$ cat config.mk
export PLATFORM = sky130hd
export DESIGN_NAME = spfc_flow_ctrl
export DESIGN_NICKNAME = d
export VERILOG_FILES = /design/src/logic/spfc_flow_ctrl.v
export VERILOG_INCLUDE_DIRS = /design/src /design/src/include
export SDC_FILE = /design/constraint.sdc
export NUM_CORES = 1
export LEC_CHECK = 0
export CAP_MARGIN = 15
export CORE_ASPECT_RATIO = 1.5
export CORE_MARGIN = 3
export CORE_UTILIZATION = 45
export CTS_CLUSTER_SIZE = 16
export DETAILED_ROUTE_END_ITERATION = 10
export DONT_BUFFER_PORTS = 1
export GPL_TIMING_DRIVEN = 0
export PLACE_DENSITY = 0.71
export REMOVE_ABC_BUFFERS = 1
export SYNTH_ARGS = -nofsm -noshare
export SYNTH_HDL_FRONTEND = slang
export SYNTH_SLANG_ARGS = --single-unit
$ cat constraint.sdc
create_clock -name mclk_i -period 4.5 [get_ports mclk_i]
set_input_delay 0.225 -clock mclk_i [delete_from_list [all_inputs] [get_ports mclk_i]]
set_output_delay 0.225 -clock mclk_i [all_outputs]
set_load 0.01 [all_outputs]
$ cat src/include/spfc_defs.vh
`ifndef SPFC_DEFS_VH
`define SPFC_DEFS_VH

// Register numbers (word addresses on the register port)
`define SPFC_REG_P1_STAT      16'h0818
`define SPFC_REG_P2_STAT      16'h0838
`define SPFC_REG_P1_MDM_DLY   16'h1f6a
`define SPFC_REG_P1_DLY_PAD   16'h1f80
`define SPFC_REG_P2_MDM_DLY   16'h1f8a
`define SPFC_REG_P2_DLY_PAD   16'h1fa0

// Reset values
`define SPFC_RST_MDM_DLY      16'h0000
`define SPFC_RST_DLY_PAD      16'h000a
`define SPFC_RST_STAT         16'h0000

// Pad count floor and route limit
`define SPFC_PAD_MIN          16'h000a
`define SPFC_ROUTE_MAX        4'h8

// Delay unit: 10 ms at 10 MHz
`define SPFC_DLY_UNIT_MS      10
`define SPFC_CLK_KHZ          10000

// Port modes
`define SPFC_MODE_PEER        4'h0
`define SPFC_MODE_NETLINK     4'h1
`define SPFC_MODE_PWRMTR      4'h2
`define SPFC_MODE_PLCLINK     4'h3
`define SPFC_MODE_GATEWAY     4'h4
`define SPFC_MODE_TRANSP      4'h5
`define SPFC_MODE_MULTIDROP   4'h6
`define SPFC_MODE_PERIPH      4'h7
`define SPFC_MODE_SHARE       4'h8
`define SPFC_MODE_MODBUS      4'h9
`define SPFC_MODE_RMODEM      4'ha

// Driver modes
`define SPFC_DRV_PT2PT        2'h0
`define SPFC_DRV_FOUR_WIRE    2'h1
`define SPFC_DRV_HALF_DUP     2'h2
`define SPFC_DRV_TWO_WIRE     2'h3

`endif

$ cat src/logic/spfc_flow_ctrl.v
`timescale 1ns/1ps
`include "spfc_defs.vh"

// Functional notes
// With clear-to-send active, a queued message is allowed to start transmitting.
// With clear-to-send inactive or open, pending characters stay held, none sent.
// Peripheral must not hold clear-to-send off forever; buffering is finite.
// Request-style modes wait a delay, counted in 10 ms steps, after clear-to-send rises.
// Remote-modem mode takes the delay from the per-port modem delay register.
// Other request-style modes take the delay from the delay/pad register.
// Buffer-style modes keep request-to-send active, dropping it only while backlogged.
// Request-style modes raise request-to-send only while data waits or is sending.
// Modem or radio keys on request-to-send and answers with clear-to-send.
// Peer, network-link and power-meter modes send pads awaiting reply, then ENQ.
// Pad count defaults to 10; any smaller value acts as 10.
// Pad count comes from the per-port delay/pad register.
// Bytes sent between checksum and acknowledge are kept in read-only statistics.
// Configurer should set pad count to the statistic plus 10.
// Direct route carries no drops; networked route names source then target ports.
// Each extra hop adds a drop; route never exceeds 8 drops.
// Only the single Modbus master starts transactions; slaves only answer.
// ASCII framing uses 7-bit characters, binary framing 8-bit; never mixed.
// Four-wire and two-wire driver modes tri-state transmitter without clear-to-send.
// Clear-to-send is sampled only at character boundaries.
// Each pad occupies one full character time at the port's line rate.
module spfc_flow_ctrl #(
  parameter TICK_CYCLES = `SPFC_DLY_UNIT_MS * `SPFC_CLK_KHZ
) (
  input  wire        mclk_i,
  input  wire        reset_n_i,
  input  wire [15:0] reg_addr_i,
  input  wire        reg_wr_i,
  input  wire [15:0] reg_wdata_i,
  input  wire        reg_rd_i,
  output reg  [15:0] reg_rdata_o,
  input  wire [7:0]  port_mode_i,
  input  wire [3:0]  drv_mode_i,
  input  wire [1:0]  cts_pin_i,
  output wire [1:0]  rts_pin_o,
  input  wire [1:0]  tx_pending_i,
  input  wire [1:0]  tx_idle_i,
  output wire [1:0]  tx_start_o,
  output wire [1:0]  tx_oe_o,
  output wire [1:0]  rx_en_o,
  input  wire [1:0]  rx_backlog_i,
  input  wire [1:0]  char_tick_i,
  input  wire [1:0]  reply_wait_i,
  input  wire [1:0]  ack_rx_i,
  output wire [1:0]  pad_send_o,
  output wire [1:0]  enq_send_o,
  input  wire [7:0]  route_len_i,
  output wire [1:0]  route_ok_o,
  input  wire [1:0]  mb_master_i,
  output wire [1:0]  may_initiate_o,
  input  wire [1:0]  binary_framing_i,
  input  wire [1:0]  data_bits8_i,
  output wire [1:0]  char_bits8_o
);

  localparam PAD_IDLE = 1'b0;
  localparam PAD_WAIT = 1'b1;

  // Shared 10 ms tick; one divider serves both ports
  reg  [16:0] tick_cnt_r;
  wire        tick_w;

  assign tick_w = (tick_cnt_r == TICK_CYCLES[16:0] - 17'h00001);

  always @(posedge mclk_i) begin
    if (!reset_n_i) begin
      tick_cnt_r <= 17'h00000;
    end else if (tick_w) begin
      tick_cnt_r <= 17'h00000;
    end else begin
      tick_cnt_r <= tick_cnt_r + 17'h00001;
    end
  end

  wire [15:0] mdm_dly_w [0:1];
  wire [15:0] dly_pad_w [0:1];
  wire [15:0] stat_w    [0:1];

  genvar g;
  generate
    for (g = 0; g < 2; g = g + 1) begin : port
      wire [15:0] a_mdm  = (g == 0) ? `SPFC_REG_P1_MDM_DLY : `SPFC_REG_P2_MDM_DLY;
      wire [15:0] a_pad  = (g == 0) ? `SPFC_REG_P1_DLY_PAD : `SPFC_REG_P2_DLY_PAD;
      wire [3:0]  mode   = port_mode_i[4*g+3:4*g];
      wire [1:0]  drv    = drv_mode_i[2*g+1:2*g];

      reg  [15:0] mdm_dly_r;
      reg  [15:0] dly_pad_r;
      reg  [15:0] stat_r;
      reg         cts_s1_r;
      reg         cts_s2_r;
      reg         cts_s3_r;
      reg         cts_lvl_r;
      reg  [16:0] dly_cnt_r;
      reg         req_mode_d_r;
      reg         cts_ready_r;
      reg         tx_en_r;
      reg         rts_r;
      reg         pad_st_r;
      reg  [15:0] pad_cnt_r;
      reg         pad_r;
      reg         enq_r;
      reg         route_ok_r;
      reg         may_init_r;
      reg         bits8_r;

      wire req_mode  = (mode == `SPFC_MODE_MULTIDROP) || (mode == `SPFC_MODE_PERIPH) ||
                       (mode == `SPFC_MODE_SHARE) || (mode == `SPFC_MODE_MODBUS) ||
                       (mode == `SPFC_MODE_RMODEM);
      wire pad_mode  = (mode == `SPFC_MODE_PEER) || (mode == `SPFC_MODE_NETLINK) ||
                       (mode == `SPFC_MODE_PWRMTR);
      wire tri_drv   = (drv == `SPFC_DRV_FOUR_WIRE) || (drv == `SPFC_DRV_TWO_WIRE);
      wire rxoff_drv = (drv == `SPFC_DRV_HALF_DUP) || (drv == `SPFC_DRV_TWO_WIRE);
      // Delay source depends on mode
      wire [15:0] dly_sel = (mode == `SPFC_MODE_RMODEM) ? mdm_dly_r : dly_pad_r;
      // Floor at the minimum pad count
      wire [15:0] pad_lim = (dly_pad_r < `SPFC_PAD_MIN) ? `SPFC_PAD_MIN : dly_pad_r;

      // Configuration registers; statistics are read-only
      always @(posedge mclk_i) begin
        if (!reset_n_i) begin
          mdm_dly_r <= `SPFC_RST_MDM_DLY;
          dly_pad_r <= `SPFC_RST_DLY_PAD;
        end else if (reg_wr_i) begin
          if (reg_addr_i == a_mdm) begin
            mdm_dly_r <= reg_wdata_i;
          end
          if (reg_addr_i == a_pad) begin
            dly_pad_r <= reg_wdata_i;
          end
        end
      end

      // Pin synchroniser; level accepted once stages two and three agree
      always @(posedge mclk_i) begin
        if (!reset_n_i) begin
          cts_s1_r  <= 1'b0;
          cts_s2_r  <= 1'b0;
          cts_s3_r  <= 1'b0;
          cts_lvl_r <= 1'b0;
        end else begin
          cts_s1_r <= cts_pin_i[g];
          cts_s2_r <= cts_s1_r;
          cts_s3_r <= cts_s2_r;
          if (cts_s2_r == cts_s3_r) begin
            cts_lvl_r <= cts_s3_r;
          end
        end
      end

      // Post-rise delay; a drop of clear-to-send or entry to a request mode restarts it
      always @(posedge mclk_i) begin
        if (!reset_n_i) begin
          req_mode_d_r <= 1'b0;
          dly_cnt_r    <= 17'h00000;
          cts_ready_r  <= 1'b0;
        end else begin
          req_mode_d_r <= req_mode;
          if (!cts_lvl_r || (req_mode && !req_mode_d_r)) begin
            dly_cnt_r   <= 17'h00000;
            cts_ready_r <= 1'b0;
          end else if (!req_mode) begin
            cts_ready_r <= 1'b1;
          end else if ((dly_sel == 16'h0000) || (dly_cnt_r > {1'b0, dly_sel})) begin
            // Divider phase unknown; one extra tick keeps the wait no shorter than set
            cts_ready_r <= 1'b1;
          end else if (tick_w) begin
            dly_cnt_r <= dly_cnt_r + 17'h00001;
          end
        end
      end

      // Gate only moves between characters so a started one finishes
      always @(posedge mclk_i) begin
        if (!reset_n_i) begin
          tx_en_r <= 1'b0;
        end else if (tx_idle_i[g]) begin
          tx_en_r <= cts_ready_r;
        end
      end

      // Fresh ready too: a gate kept through a long character may be stale
      assign tx_start_o[g] = tx_pending_i[g] & tx_idle_i[g] & tx_en_r & cts_ready_r;
      assign tx_oe_o[g]    = ~tri_drv | cts_lvl_r;
      assign rx_en_o[g]    = ~(rxoff_drv & ~tx_idle_i[g]);

      // Request-to-send per mode family
      always @(posedge mclk_i) begin
        if (!reset_n_i) begin
          rts_r <= 1'b0;
        end else if (req_mode) begin
          rts_r <= tx_pending_i[g] | ~tx_idle_i[g];
        end else begin
          rts_r <= ~rx_backlog_i[g];
        end
      end

      assign rts_pin_o[g] = rts_r;

      // Reply wait: one pad per character time, ENQ when the count runs out
      always @(posedge mclk_i) begin
        if (!reset_n_i) begin
          pad_st_r  <= PAD_IDLE;
          pad_cnt_r <= 16'h0000;
          pad_r     <= 1'b0;
          enq_r     <= 1'b0;
          stat_r    <= `SPFC_RST_STAT;
        end else begin
          pad_r <= 1'b0;
          enq_r <= 1'b0;
          case (pad_st_r)
            PAD_IDLE: begin
              if (reply_wait_i[g] && pad_mode) begin
                pad_st_r  <= PAD_WAIT;
                pad_cnt_r <= 16'h0000;
              end
            end
            PAD_WAIT: begin
              if (!pad_mode) begin
                pad_st_r <= PAD_IDLE;
              end else if (ack_rx_i[g]) begin
                stat_r   <= pad_cnt_r;
                pad_st_r <= PAD_IDLE;
              end else if (char_tick_i[g]) begin
                if (pad_cnt_r >= pad_lim) begin
                  enq_r    <= 1'b1;
                  pad_st_r <= PAD_IDLE;
                end else begin
                  pad_r     <= 1'b1;
                  pad_cnt_r <= pad_cnt_r + 16'h0001;
                end
              end
            end
            default: begin
              pad_st_r <= PAD_IDLE;
            end
          endcase
        end
      end

      assign pad_send_o[g] = pad_r;
      assign enq_send_o[g] = enq_r;

      // Route length, master role and character width checks
      always @(posedge mclk_i) begin
        if (!reset_n_i) begin
          route_ok_r <= 1'b1;
          may_init_r <= 1'b0;
          bits8_r    <= 1'b1;
        end else begin
          route_ok_r <= (route_len_i[4*g+3:4*g] <= `SPFC_ROUTE_MAX);
          may_init_r <= (mode != `SPFC_MODE_MODBUS) | mb_master_i[g];
          if (mode == `SPFC_MODE_MODBUS) begin
            bits8_r <= binary_framing_i[g];
          end else begin
            bits8_r <= data_bits8_i[g];
          end
        end
      end

      assign route_ok_o[g]     = route_ok_r;
      assign may_initiate_o[g] = may_init_r;
      assign char_bits8_o[g]   = bits8_r;
      assign mdm_dly_w[g]      = mdm_dly_r;
      assign dly_pad_w[g]      = dly_pad_r;
      assign stat_w[g]         = stat_r;
    end
  endgenerate

  // Registered read; unmapped numbers read as zero
  always @(posedge mclk_i) begin
    if (!reset_n_i) begin
      reg_rdata_o <= 16'h0000;
    end else if (reg_rd_i) begin
      case (reg_addr_i)
        `SPFC_REG_P1_STAT:    reg_rdata_o <= stat_w[0];
        `SPFC_REG_P2_STAT:    reg_rdata_o <= stat_w[1];
        `SPFC_REG_P1_MDM_DLY: reg_rdata_o <= mdm_dly_w[0];
        `SPFC_REG_P1_DLY_PAD: reg_rdata_o <= dly_pad_w[0];
        `SPFC_REG_P2_MDM_DLY: reg_rdata_o <= mdm_dly_w[1];
        `SPFC_REG_P2_DLY_PAD: reg_rdata_o <= dly_pad_w[1];
        default:              reg_rdata_o <= 16'h0000;
      endcase
    end
  end

endmodule
Word-level counts from Yosys, hierarchy flattened
Cells that the tools add are included.
- register bits after elaboration: 223
- word-level logic and storage cells: 213
- equal/unequal tests: 43
- bitwise operators: 31
- reduce and logical (&&, ||, !) cells: 47
- mux-type cells: 39
- magnitude comparators: 8
- add/sub/neg operators: 5
- operators with widths (operator ; count):
    $mux 16 ; 14
    $pmux 16 s6 ; 1
    $eq 16x13->1 const B ; 4
    $pmux 16 s2 ; 2
    $add 17x1->17 const B ; 3
    $gt 17x16->1 ; 2
    $add 16x1->16 const B ; 2
    $eq 16x12->1 const B ; 2
    $ge 16x16->1 ; 2
    $logic_not 16->1 ; 2
    $lt 16x4->1 const B ; 2
    $eq 4x4->1 const B ; 6
    $logic_or 1x1->1 ; 20
    $mux 1 ; 20
    $eq 17x17->1 const B ; 1
    $not 1->1 ; 17
    $eq 4x3->1 const B ; 4
    $ne 2x2->1 const B ; 8
    $reduce_and 3->1 ; 4
    $reduce_and 5->1 ; 2
    $reduce_or 5->1 ; 2
    $and 1x1->1 ; 8
    $eq 2x2->1 const B ; 4
    $eq 4x1->1 const B ; 2
    13 further kinds ; 39

Longest topological paths before layout
Gate-level depths: netlist of run 1.
- depth in word-level cells: 8
- mapped depth: 14
- gate-level depth less buffers: 12

Worst setup path before layout of run 1
Ideal clock, no wire load.
- path type: input -> register
- start point: in port_mode_i[0]
- end point: reg port[0].dly_cnt_r[12]
- required time: 4.385 ns
- arrival time: 3.438 ns
- library setup time: 0.115 ns
- cell stages on the path: 11
- slack: 0.947 ns
- buffers on the path: 2
- cells stage by stage: nor4bb_1 -> clkbuf_1 -> clkbuf_1 -> a21oi_1 -> ha_1 -> a21o_1 -> a2111oi_2 -> o211ai_2 -> a2111o_1 -> o31a_1 -> o21a_1
- cells in the longest elaborated chain, start to end: 8
- elaborated cells between the ends (all ways): 18
- those cells by class: order compare: 1; eq/ne: 5; mux: 1; bitwise: 1; reduce/logical: 10
- RTL lines (what ; RTL line ; text):
    from (decl) ; spfc_flow_ctrl.v:36 ; input wire [7:0] port_mode_i,
    branches (longest 8 deep; another with $gt 17x16->1) ; -- ;
    to (signal assigned) ; spfc_flow_ctrl.v:172 ; dly_cnt_r <= dly_cnt_r + 17'h00001;
    to (decl) ; spfc_flow_ctrl.v:98 ; reg [16:0] dly_cnt_r;
Several ways; the timed one is not identified.
A chain may end at the register's enable or synchronous reset.

Worst setup path after layout of run 1
- start point: reg port[1].dly_pad_r[11]
- end point: reg port[1].pad_cnt_r[8]
- cells in the longest elaborated chain, start to end: 5
- RTL lines (what ; RTL line ; text):
    from (decl) ; spfc_flow_ctrl.v:92 ; reg [15:0] dly_pad_r;
    from (signal assigned) ; spfc_flow_ctrl.v:127 ; dly_pad_r <= `SPFC_RST_DLY_PAD;
    from (signal assigned) ; spfc_flow_ctrl.v:133 ; dly_pad_r <= reg_wdata_i;
    $lt 16x4->1 (no line) ; -- ;
    $mux 16 (*) ; spfc_flow_ctrl.v:121 ; wire [15:0] pad_lim = (dly_pad_r < `SPFC_PAD_MIN) ? `SPFC_PAD_MIN : dly_pad_r;
    $ge 16x16->1 (*) ; spfc_flow_ctrl.v:229 ; if (pad_cnt_r >= pad_lim) begin
    $ne 2x2->1 (no line) (*) ; -- ;
    $reduce_and 5->1 (no line) (*) ; -- ;
    to (signal assigned) ; spfc_flow_ctrl.v:234 ; pad_cnt_r <= pad_cnt_r + 16'h0001;
    to (decl) ; spfc_flow_ctrl.v:104 ; reg [15:0] pad_cnt_r;
Mark *: on every way between the ends. The rest lies on a longest branch, timed or not.

==> flow_metrics.env, run 1 <==
export IMPL_grt_max_degree=141
export IMPL_antenna_found_initial=1
export IMPL_synth_edff_count=0
export IMPL_r2r_start="port[1].dly_pad_r[11]"
export IMPL_r2r_cells=11
export IMPL_slew_headroom=0.228
export IMPL_skew_ps=8.70
export IMPL_synth_flop_cell="dfxtp_1"
export IMPL_endpoint_kind="flop"
export IMPL_holdWs_ps=23.0
export IMPL_dpl_cell_area_um2=12100
export IMPL_hold_viol_final=0
export IMPL_die_width_um=139
export IMPL_wire_per_inst_um=19.1
export IMPL_synth_yosys_warnings=0
export IMPL_worstSkewPairLatency_ps=520
export IMPL_start_util=0.459
export IMPL_rsz0062_at_grt="false"
export IMPL_cts_buffers=23
export IMPL_drtIter0Drc=732
export IMPL_cap_violations=0
export IMPL_cp_startpoint="port[1].dly_pad_r[11]"
export IMPL_path_cells="nor4_1 -> nand3_1 -> a21oi_1 -> nor2b_1 -> ha_1 -> nand2b_1 -> a2111oi_0 -> o211ai_1 -> a2bb2oi_1 -> nand3_2 -> o41ai_1"
export IMPL_layout_drive_gt1_share=0.0529
export IMPL_dp_slack_ps=341
export IMPL_worst_pin_slew_ps=1150
export IMPL_dr_pass1_iters=6
export IMPL_yosys_top_cells_area="dfxtp_1, ha_1, mux2i_1"
export IMPL_grt_pass1_vias=9905
export IMPL_layout_nets=1547
export IMPL_final_fill_count=2405
export IMPL_syn_area_per_cell_um2=8.51
export IMPL_slowest_delay_ps=520
export IMPL_grt_usage=0.224
export IMPL_fin_ws_ps=674
export IMPL_ys_top_cells_by_count="dfxtp_1, nand2_1, nor2_1, a21oi_1, mux2i_1"
export IMPL_crit_type="reg2reg"
export IMPL_status="finished clean"
export IMPL_setup_viol=0
export IMPL_cp_max_fo=15
export IMPL_fp_coreArea_um2=25900
export IMPL_worstPathArrival_ps=4240
export IMPL_critical_path_depth=11
export IMPL_grt_pass1_wl_mm=52.6
export IMPL_ant_nets=0
export IMPL_cts_tree="built"
export IMPL_hold_depth=2
export IMPL_ys_ff_latch=223
export IMPL_via_per_inst=5.95
export IMPL_synthArstFlopShare=0
export IMPL_cts_buffer_depth=3
export IMPL_critPathBufInv=0
export IMPL_drc_errors=0
export IMPL_ys_types=78
export IMPL_finalSetupTns_ps=0
export IMPL_cp_slowest_cell="nor4_1"
export IMPL_fp_row_count=72
export IMPL_synth_top_area_frac=0.375
export IMPL_fin_crit_sh=0.850
export IMPL_hp_class="in2reg"
export IMPL_period_needed_ps=3830
export IMPL_ir_worst_vdd_uv=316
export IMPL_portBuffers=0
export IMPL_syn_inst=1398
export IMPL_netlist_area_um2=11900
export IMPL_p_leak_nw=4.92
export IMPL_cts_root_buf="clkbuf_16"
export IMPL_total_power_mw=4.14
export IMPL_crit_family="compound AO/OA/AOI/OAI gates"
export IMPL_final_area_um2=13300
export IMPL_yosysMostFrequentCell="dfxtp_1"
export IMPL_maxSlewViolCount=0
export IMPL_crit_path_start_kind="flop"
export IMPL_gp_congestion=0.864
export IMPL_min_from="reply_wait_i[1]"
export IMPL_clock_sinks=223
export IMPL_cp_data_required_time_ps=4920
export IMPL_die_height_um=205
export IMPL_cellPowerDensity_nw_per_um2=311
export IMPL_fmax_mhz=261
export IMPL_drt_total_wl_mm=33.4
export IMPL_ioPinCount=110
export IMPL_grt_ovfl_total=0
export IMPL_vias=10400
export IMPL_clkSlewWorstSetupHoldPaths_ps=60
export IMPL_dieArea_um2=28500
export IMPL_ys_seq_area_frac=0.375
export IMPL_dp_hpwl_mm=23.5
export IMPL_h_tree_depth=1
export IMPL_area_growth_pct=11.9
export IMPL_synth_top_area_cell="dfxtp_1"
routing by layer:
metal	up-vias	share of wire	global-route usage
li1	5064	-	-
met1	4955	0.41	0.267
met2	320	0.49	0.395
met3	91	0.053	0.0325
met4	0	0.053	0.109
met5	-	0	0
worst reg2reg max path: cells and delay by family (launching register included):
| kind | cells | cell delay [ps] |
|---|---|---|
| compound gates | 5 | 1720 |
| fa+ha+maj | 1 | 260 |
| flops | 1 | 370 |
| simple gates | 5 | 1380 |
logic make-up (layout without fill, tap and decap cells):
| logic type | after synthesis | in the layout | synth area share |
|---|---|---|---|
| simple gates | 535 | 535 | 0.228 |
| compound gates | 341 | 341 | 0.194 |
| flops | 223 | 223 | 0.375 |
| buf+inv | 130 | 151 | 0.0476 |
| mux | 78 | 78 | 0.0658 |
| fa+ha+maj | 69 | 69 | 0.0725 |
| xor+xnor | 22 | 22 | 0.0162 |
| other cells | 0 | 1 | 0 |
final timing paths:
check | endpoint | slack, ps
worst max register to register | port[1].pad_cnt_r[8] | 670
worst max-delay path | port[1].pad_cnt_r[8] | 670
worst min register to register | port[0].cts_s2_r | 430
worst min-delay path | port[1].pad_st_r | 20
power breakdown:
| group | internal, mW | switching [mW] |
|---|---|---|
| Sequential | 1.99 | 0.0171 |
| Clock | 1.16 | 0.826 |
| Combinational | 0.0682 | 0.0779 |
| Total | 3.22 | 0.921 |
cell usage in the layout, fill, tap and decap left out, types with 5 or more instances in the layout:
cell type      instances
dfxtp_1              223
ha_1                  69
nor3_1                10
nor2_1                93
or4_1                  8
nand3_1               48
clkbuf_16             23
clkbuf_8               6
a222oi_1              15
and2_1                15
nor4_1                17
a31oi_1               40
nand2b_1              20
nand2_1              190
a2111oi_0              5
o21a_1                11
a21o_1                15
xnor2_1               13
o31ai_1               16
a21oi_1               76
or3_1                 11
a21boi_0              65
mux2i_1               76
and3_1                30
nand4_1               21
nor2b_1               37
a211oi_1               8
and4_1                 5
xor2_1                 9
dlygate4sd3_1         40
o21ai_0               50
inv_1                 58
area by class of cell:
type,count,area [um^2],area share
clock buffer,33,673,0.0506
inverter,58,218,0.0164
sequential,223,4460,0.335
tap,333,417,0.0313
timing repair buffer,51,533,0.0400
antenna,1,2.50,0.000188
clock inverter,9,104,0.00780
multi-input combinational,1045,6900,0.518
registers in the layout, summed over array words and instances, names as in the netlist:
signal / cells
port.may_init_r: 2
port.route_ok_r: 2
port.enq_r: 2
port.req_mode_d_r: 2
port.bits8_r: 2
tick_cnt_r: 17
port.tx_en_r: 2
port.mdm_dly_r: 32
port.stat_r: 32
port.cts_s3_r: 2
port.pad_cnt_r: 32
port.cts_s2_r: 2
port.cts_s1_r: 2
reg_rdata_o: 16
port.pad_st_r: 2
port.dly_cnt_r: 34
port.pad_r: 2
port.rts_r: 2
port.dly_pad_r: 32
port.cts_ready_r: 2
port.cts_lvl_r: 2
timing repair:
action / in CTS / in global routing
endpoints found under the hold margin: 141 / 2
gates resized for setup: 0 / 1
hold buffers: 40 / 1
setup endpoints to repair: 0 / 2
setup buffers: 0 / 0
metrics by stage:
step | instances | utilization
global route | 1753 | 0.513
global placement | 1659 | 0.461
finish | 1753 | 0.513
floorplan | 1326 | -
CTS | 1746 | 0.511
detailed placement | 1664 | 0.465
Note: power is estimated with default switching activity, not from simulation.
==> run 2: changes to the inputs <==
Settings changed: ABC_AREA set to 1.
==> run 2 against run 1 <==
Clock-buffer cell count fell by 5. Fmax grew 2.8%. First-iteration DRC count is 10% higher. Setup slack improved by 100 ps. Critical path type unchanged. Clock power increased by 2%.
==> flow_metrics.env, run 2 <==
export IMPL_status="finished clean"
export IMPL_largest_reg_flops=34
export IMPL_ys_ff_latch=223
export IMPL_gr_usage_met2=0.417
export IMPL_setup_viol=0
export IMPL_synthArstFlopShare=0
export IMPL_gp_congestion=0.894
export IMPL_ff2ff_setup_slack_ps=780
export IMPL_rsz0062_at_grt="false"
export IMPL_synthAdderAreaFrac=0.0662
export IMPL_hp_class="in2reg"
export IMPL_most_common_layout_cells="nand2_1, nor2_1, inv_1"
export IMPL_ant_nets=0
export IMPL_cts_buffer_depth=3
export IMPL_ys_types=44
export IMPL_dp_hpwl_mm=27.0
export IMPL_syn_area_per_cell_um2=6.68
export IMPL_clock_sinks=223
export IMPL_critPathBufInv=2
export IMPL_ys_seq_area_frac=0.343
export IMPL_start_util=0.461
export IMPL_maxSlewViolCount=0
export IMPL_fmax_mhz=269
export IMPL_cp_max_fo=15
export IMPL_synthSimpleGateAreaFrac=0.323
export IMPL_grt_max_degree=87
export IMPL_ctsResizeCount=0
export IMPL_syn_inst=1951
export IMPL_mostFrequentLayoutCell="nand2_1"
export IMPL_ys_top_cells_by_count="nand2_1, nor2_1, inv_1, dfxtp_1, a21oi_1"
export IMPL_synth_top_area_frac=0.343
export IMPL_fin_crit_sh=0.827
export IMPL_hold_depth=3
export IMPL_crit_family="simple AND/OR/NAND/NOR gates"
export IMPL_synth_mux_area_frac=0
export IMPL_ioPinCount=110
export IMPL_r2r_cells=15
export IMPL_gr_usage_met1=0.251
export IMPL_cp_data_required_time_ps=4910
export IMPL_register_area_um2=4460
export IMPL_worstPathArrival_ps=4140
export IMPL_netlist_area_um2=13000
export IMPL_p_leak_nw=5.97
export IMPL_drtIter0Drc=806
export IMPL_dieArea_um2=31100
export IMPL_cts_tree="built"
export IMPL_cts_root_buf="clkbuf_16"
export IMPL_synth_yosys_warnings=0
export IMPL_multi_input_comb_area_um2=7140
export IMPL_r2r_start="port[0].dly_pad_r[2]"
export IMPL_vias=12700
export IMPL_grt_ovfl_total=0
export IMPL_final_fill_count=2791
export IMPL_h_tree_depth=1
export IMPL_holdWs_ps=12.7
export IMPL_yosysMostFrequentCell="nand2_1"
export IMPL_hold_viol_final=0
export IMPL_crit_path_start_kind="flop"
export IMPL_slowest_delay_ps=570
export IMPL_cellPowerDensity_nw_per_um2=301
export IMPL_cts_buffers=23
export IMPL_endpoint_kind="flop"
export IMPL_fp_coreArea_um2=28200
export IMPL_wire_per_inst_um=15.9
export IMPL_finalSetupTns_ps=0
export IMPL_grt_pass1_vias=12000
export IMPL_worstSkewPairLatency_ps=530
export IMPL_skew_ps=12.6
export IMPL_die_width_um=145
export IMPL_drc_errors=0
export IMPL_die_height_um=214
export IMPL_synth_compound_area_frac=0.146
export IMPL_cp_slowest_cell="nor4_1"
export IMPL_r2r_end="port[0].pad_cnt_r[2]"
export IMPL_ir_worst_vdd_uv=265
export IMPL_path_cells="inv_1 -> a21oi_1 -> nor4_1 -> nor2_1 -> ha_1 -> a21oi_1 -> o21ai_0 -> nand2_1 -> nand3_1 -> nand2_1 -> nand4_1 -> nand2_1 -> inv_1 -> nor2_1 -> nor2_1"
export IMPL_synth_top_family_by_area="simple AND/OR/NAND/NOR gates"
export IMPL_drt_total_wl_mm=37.4
export IMPL_slew_headroom=0.305
export IMPL_via_per_inst=5.40
export IMPL_yosys_top_cells_area="dfxtp_1, nand2_1, nor2_1"
export IMPL_synth_flop_cell="dfxtp_1"
export IMPL_crit_type="reg2reg"
export IMPL_synth_edff_count=0
export IMPL_final_util=0.510
export IMPL_worst_pin_slew_ps=1040
export IMPL_portBuffers=0
export IMPL_synthXorXnorAreaFrac=0.0128
export IMPL_hold_end="port[1].pad_st_r"
export IMPL_top_usage_layer="met2"
export IMPL_cap_violations=0
export IMPL_antenna_found_initial=1
export IMPL_min_from="port_mode_i[7]"
export IMPL_clkSlewWorstSetupHoldPaths_ps=60
export IMPL_top_register="port.dly_cnt_r"
export IMPL_cp_startpoint="port[0].dly_pad_r[2]"
export IMPL_grt_usage=0.231
export IMPL_critical_path_depth=15
export IMPL_fp_row_count=75
export IMPL_cts_setup_buffers=0
export IMPL_synth_top_area_cell="dfxtp_1"
export IMPL_dr_pass1_iters=5
export IMPL_layout_nets=2088
export IMPL_grt_pass1_wl_mm=60.1
export IMPL_area_growth_pct=10.5
export IMPL_layout_drive_gt1_share=0.0526
export IMPL_gr_usage_met3=0.0355
export IMPL_period_needed_ps=3720
==> run 2: cells by family (layout without fill, tap and decap cells) <==
| family | Yosys count | count (layout) |
|---|---|---|
| xor gates and xnor gates | 19 | 19 |
| other | 0 | 1 |
| adders and majority gates | 69 | 69 |
| buffers and inverters | 349 | 357 |
| AOI/OAI and AO/OA | 331 | 331 |
| DFF | 223 | 223 |
| and+or+nand+nor | 960 | 960 |
==> run 2: how the worst max path moves through the flow <==
stage                                end  slack [ps]
CTS                 port[0].pad_cnt_r[2]         780
detailed placement  port[0].pad_cnt_r[2]         780
global route        port[0].pad_cnt_r[2]         360
finish              port[0].pad_cnt_r[2]         780
global placement    port[0].pad_cnt_r[2]         850
floorplan           port[0].pad_cnt_r[2]        1750
==> run 2: area by class of cell <==
| cell class | count | area share |
|---|---|---|
| Antenna cell | 1 | 0.000174 |
| Clock buffer | 28 | 0.0434 |
| Clock inverter | 13 | 0.0110 |
| Inverter | 268 | 0.0700 |
| Multi-Input combinational cell | 1379 | 0.496 |
| Sequential cell | 223 | 0.310 |
| Tap cell | 385 | 0.0335 |
| Timing Repair Buffer | 48 | 0.0361 |
==> run 2: timing repair <==
action                     4_1_cts  5_1_grt
hold endpoints to repair       160        0
setup endpoints to repair        0        0
hold buffers                    46        0
==> run 2: metal layers <==
metal / up-vias / wire length, um
met2: 371 / 18500
met3: 115 / 1930
met4: 0 / 2640
met5: - / 0
met1: 5815 / 14400
li1: 6359 / -
==> run 2: metrics by stage <==
step	std cells	area, um^2	power, mW	setup WS [ps]
after floorplan	1870	12600	2.24	1750
final	2345	14400	4.34	777
after CTS	2344	14400	4.36	784
after global routing	2345	14400	4.47	356
after global placement	2255	13100	2.28	853
after detailed placement	2257	13100	2.30	784
==> run 2: power by group <==
group	internal, mW	leakage, nW	switching (mW)
logic	0.0997	3.78	0.186
registers	2.00	1.81	0.0327
clock network	1.17	0.379	0.851
total	3.27	5.97	1.07
==> run 2: worst register-to-register path, cell delays in order (launching register included) <==
cell	delay [ps]
dfxtp_1	300
inv_1	220
a21oi_1	130
nor4_1	570
nor2_1	100
ha_1	320
a21oi_1	140
o21ai_0	80
nand2_1	60
nand3_1	80
nand2_1	70
nand4_1	530
nand2_1	570
inv_1	260
nor2_1	150
nor2_1	60
==> run 3: changes to the inputs <==
Clock period 4.5 ns to 3.5 ns, I/O delays scaled along.
==> run 3 against run 2 <==
The run now ends with hold timing left. Utilization increased by 0.18 points. Flip-flop and latch count is the same. Via count barely moved. Combinational power increased by 29%. Wire length is essentially flat. Worst hold slack worse by 27 ps. Global-route usage decreased by 0.12 points. First-iteration DRC count grew 9.1%. Non-clock buffer count up 4. Critical endpoint is now port[1].pad_st_r. Critical path type unchanged. Clock skew increased by 2.3 ps. Sequential power up 29%.
==> flow_metrics.env, run 3 (same netlist as run 2, synthesis figures left out) <==
export IMPL_layout_nets=2092
export IMPL_dieArea_um2=31100
export IMPL_period_needed_ps=3270
export IMPL_skew_ps=14.9
export IMPL_start_util=0.461
export IMPL_crit_type="reg2reg"
export IMPL_clkSlewWorstSetupHoldPaths_ps=60
export IMPL_cts_buffers=23
export IMPL_cts_buffer_depth=3
export IMPL_grt_max_degree=87
export IMPL_wire_per_inst_um=15.9
export IMPL_cp_data_required_time_ps=3910
export IMPL_rsz0062_at_grt="false"
export IMPL_worst_pin_slew_ps=1150
export IMPL_h_tree_depth=1
export IMPL_antenna_found_initial=1
export IMPL_ir_worst_vdd_uv=341
export IMPL_fin_crit_sh=0.936
export IMPL_die_height_um=214
export IMPL_p_leak_nw=5.98
export IMPL_cap_violations=0
export IMPL_grt_usage=0.230
export IMPL_endpoint_kind="flop"
export IMPL_cp_max_fo=4
export IMPL_grt_pass1_vias=12000
export IMPL_layout_drive_gt1_share=0.0550
export IMPL_total_power_mw=5.58
export IMPL_worstSkewPairLatency_ps=530
export IMPL_clock_sinks=223
export IMPL_crit_path_start_kind="flop"
export IMPL_ioPinCount=110
export IMPL_status="finished with violations"
export IMPL_worstPathArrival_ps=3690
export IMPL_most_common_layout_cells="nand2_1, nor2_1, inv_1"
export IMPL_fp_row_count=75
export IMPL_dp_hpwl_mm=27.0
export IMPL_vias=12700
export IMPL_slew_headroom=0.233
export IMPL_cellPowerDensity_nw_per_um2=386
export IMPL_largest_reg_flops=34
export IMPL_setup_viol=0
export IMPL_final_area_um2=14500
export IMPL_drt_total_wl_mm=37.4
export IMPL_dr_pass1_iters=5
export IMPL_top_register="port.dly_cnt_r"
export IMPL_fmax_mhz=305
export IMPL_grt_pass1_wl_mm=59.9
export IMPL_portBuffers=0
export IMPL_hold_viol_final=1
export IMPL_cts_root_buf="clkbuf_16"
export IMPL_violations="hold timing"
export IMPL_area_growth_pct=10.9
export IMPL_drtIter0Drc=879
export IMPL_dpl_cell_area_um2=13100
export IMPL_drc_errors=0
export IMPL_maxSlewViolCount=0
export IMPL_cts_tree="built"
export IMPL_holdWs_ps=-14.1
export IMPL_mostFrequentLayoutCell="nand2_1"
export IMPL_ant_nets=0
export IMPL_gp_congestion=0.894
export IMPL_via_per_inst=5.39
export IMPL_grt_ovfl_total=0
export IMPL_fp_coreArea_um2=28200
export IMPL_die_width_um=145
export IMPL_hp_class="in2reg"
run 3: cell types whose count changed in the layout (fill, tap and decap cells not counted):
cell           change
dlygate4sd3_1      +2
nand2_1            -2
clkinvlp_4         +1
nand2_2            +1
diode_2            +1
nand2_4            +1
inv_1              -1
buf_4              +2
run 3: path summary, 6_finish.rpt:
check                            start                to  slack, ps  cells after the start
setup reg to reg  port[1].dly_pad_r[8]  port[1].pad_st_r        230                     14
setup / recovery  port[1].dly_pad_r[8]  port[1].pad_st_r        230                     14
hold / removal               reset_n_i  port[1].cts_s2_r        -10                      3
hold reg to reg       port[0].cts_s1_r  port[0].cts_s2_r        420                      2
run 3: final cells by class:
type	instances	area, um^2
Antenna cell	2	5.00
Timing Repair Buffer	52	556
Clock inverter	13	159
Inverter	268	1010
Tap cell	385	482
Fill cell	2785	13800
Multi-Input combinational cell	1379	7150
Sequential cell	223	4460
Clock buffer	28	624
run 3: per-layer routing:
layer | vias to the layer above | GRT usage | wire, um
met5 | - | 0 | 0
met4 | 0 | 0.140 | 2410
met3 | 101 | 0.0342 | 1700
met2 | 356 | 0.417 | 18700
met1 | 5841 | 0.251 | 14600
li1 | 6374 | - | -
run 3: per-stage QoR:
step	worst slack [ps]	std cells	utilization	hold slack (ps)	TNS [ps]
floorplan	748	1870	-	259	0
global placement	-147	2255	0.463	274	-992
detailed placement	-216	2257	0.465	274	-1470
CTS	171	2347	0.511	7.21	0
global route	47.9	2349	0.511	28.9	0
finish	225	2350	0.512	-14.1	0
run 3: timing repair:
| action | CTS | global route |
|---|---|---|
| pin swaps | 0 | 0 |
| buffers inserted | 1 | 1 |
| gates resized for setup | 3 | 1 |
| hold endpoints to repair | 160 | 0 |
| gates cloned | 0 | 0 |
| hold buffers | 48 | 0 |
| setup endpoints to repair | 17 | 13 |
run 3: where the power goes:
group	internal (mW)	total (mW)	leakage, nW	switching [mW]
logic	0.129	0.369	3.79	0.240
registers	2.57	2.61	1.81	0.0421
clock network	1.50	2.59	0.379	1.09
run 3: critical path, cell delays in order, from the launching register on:
cell and delay (ps):
dfxtp_1 310, nor4_1 440, nand2_1 140, nor3_1 340
nor2_1 90, ha_1 300, nand2_1 70, o21a_1 180
o21ai_0 280, nand2_1 120, nand2_1 140, nand2_1 70
nand3_1 70, a21oi_1 60, dlygate4sd3_1 570
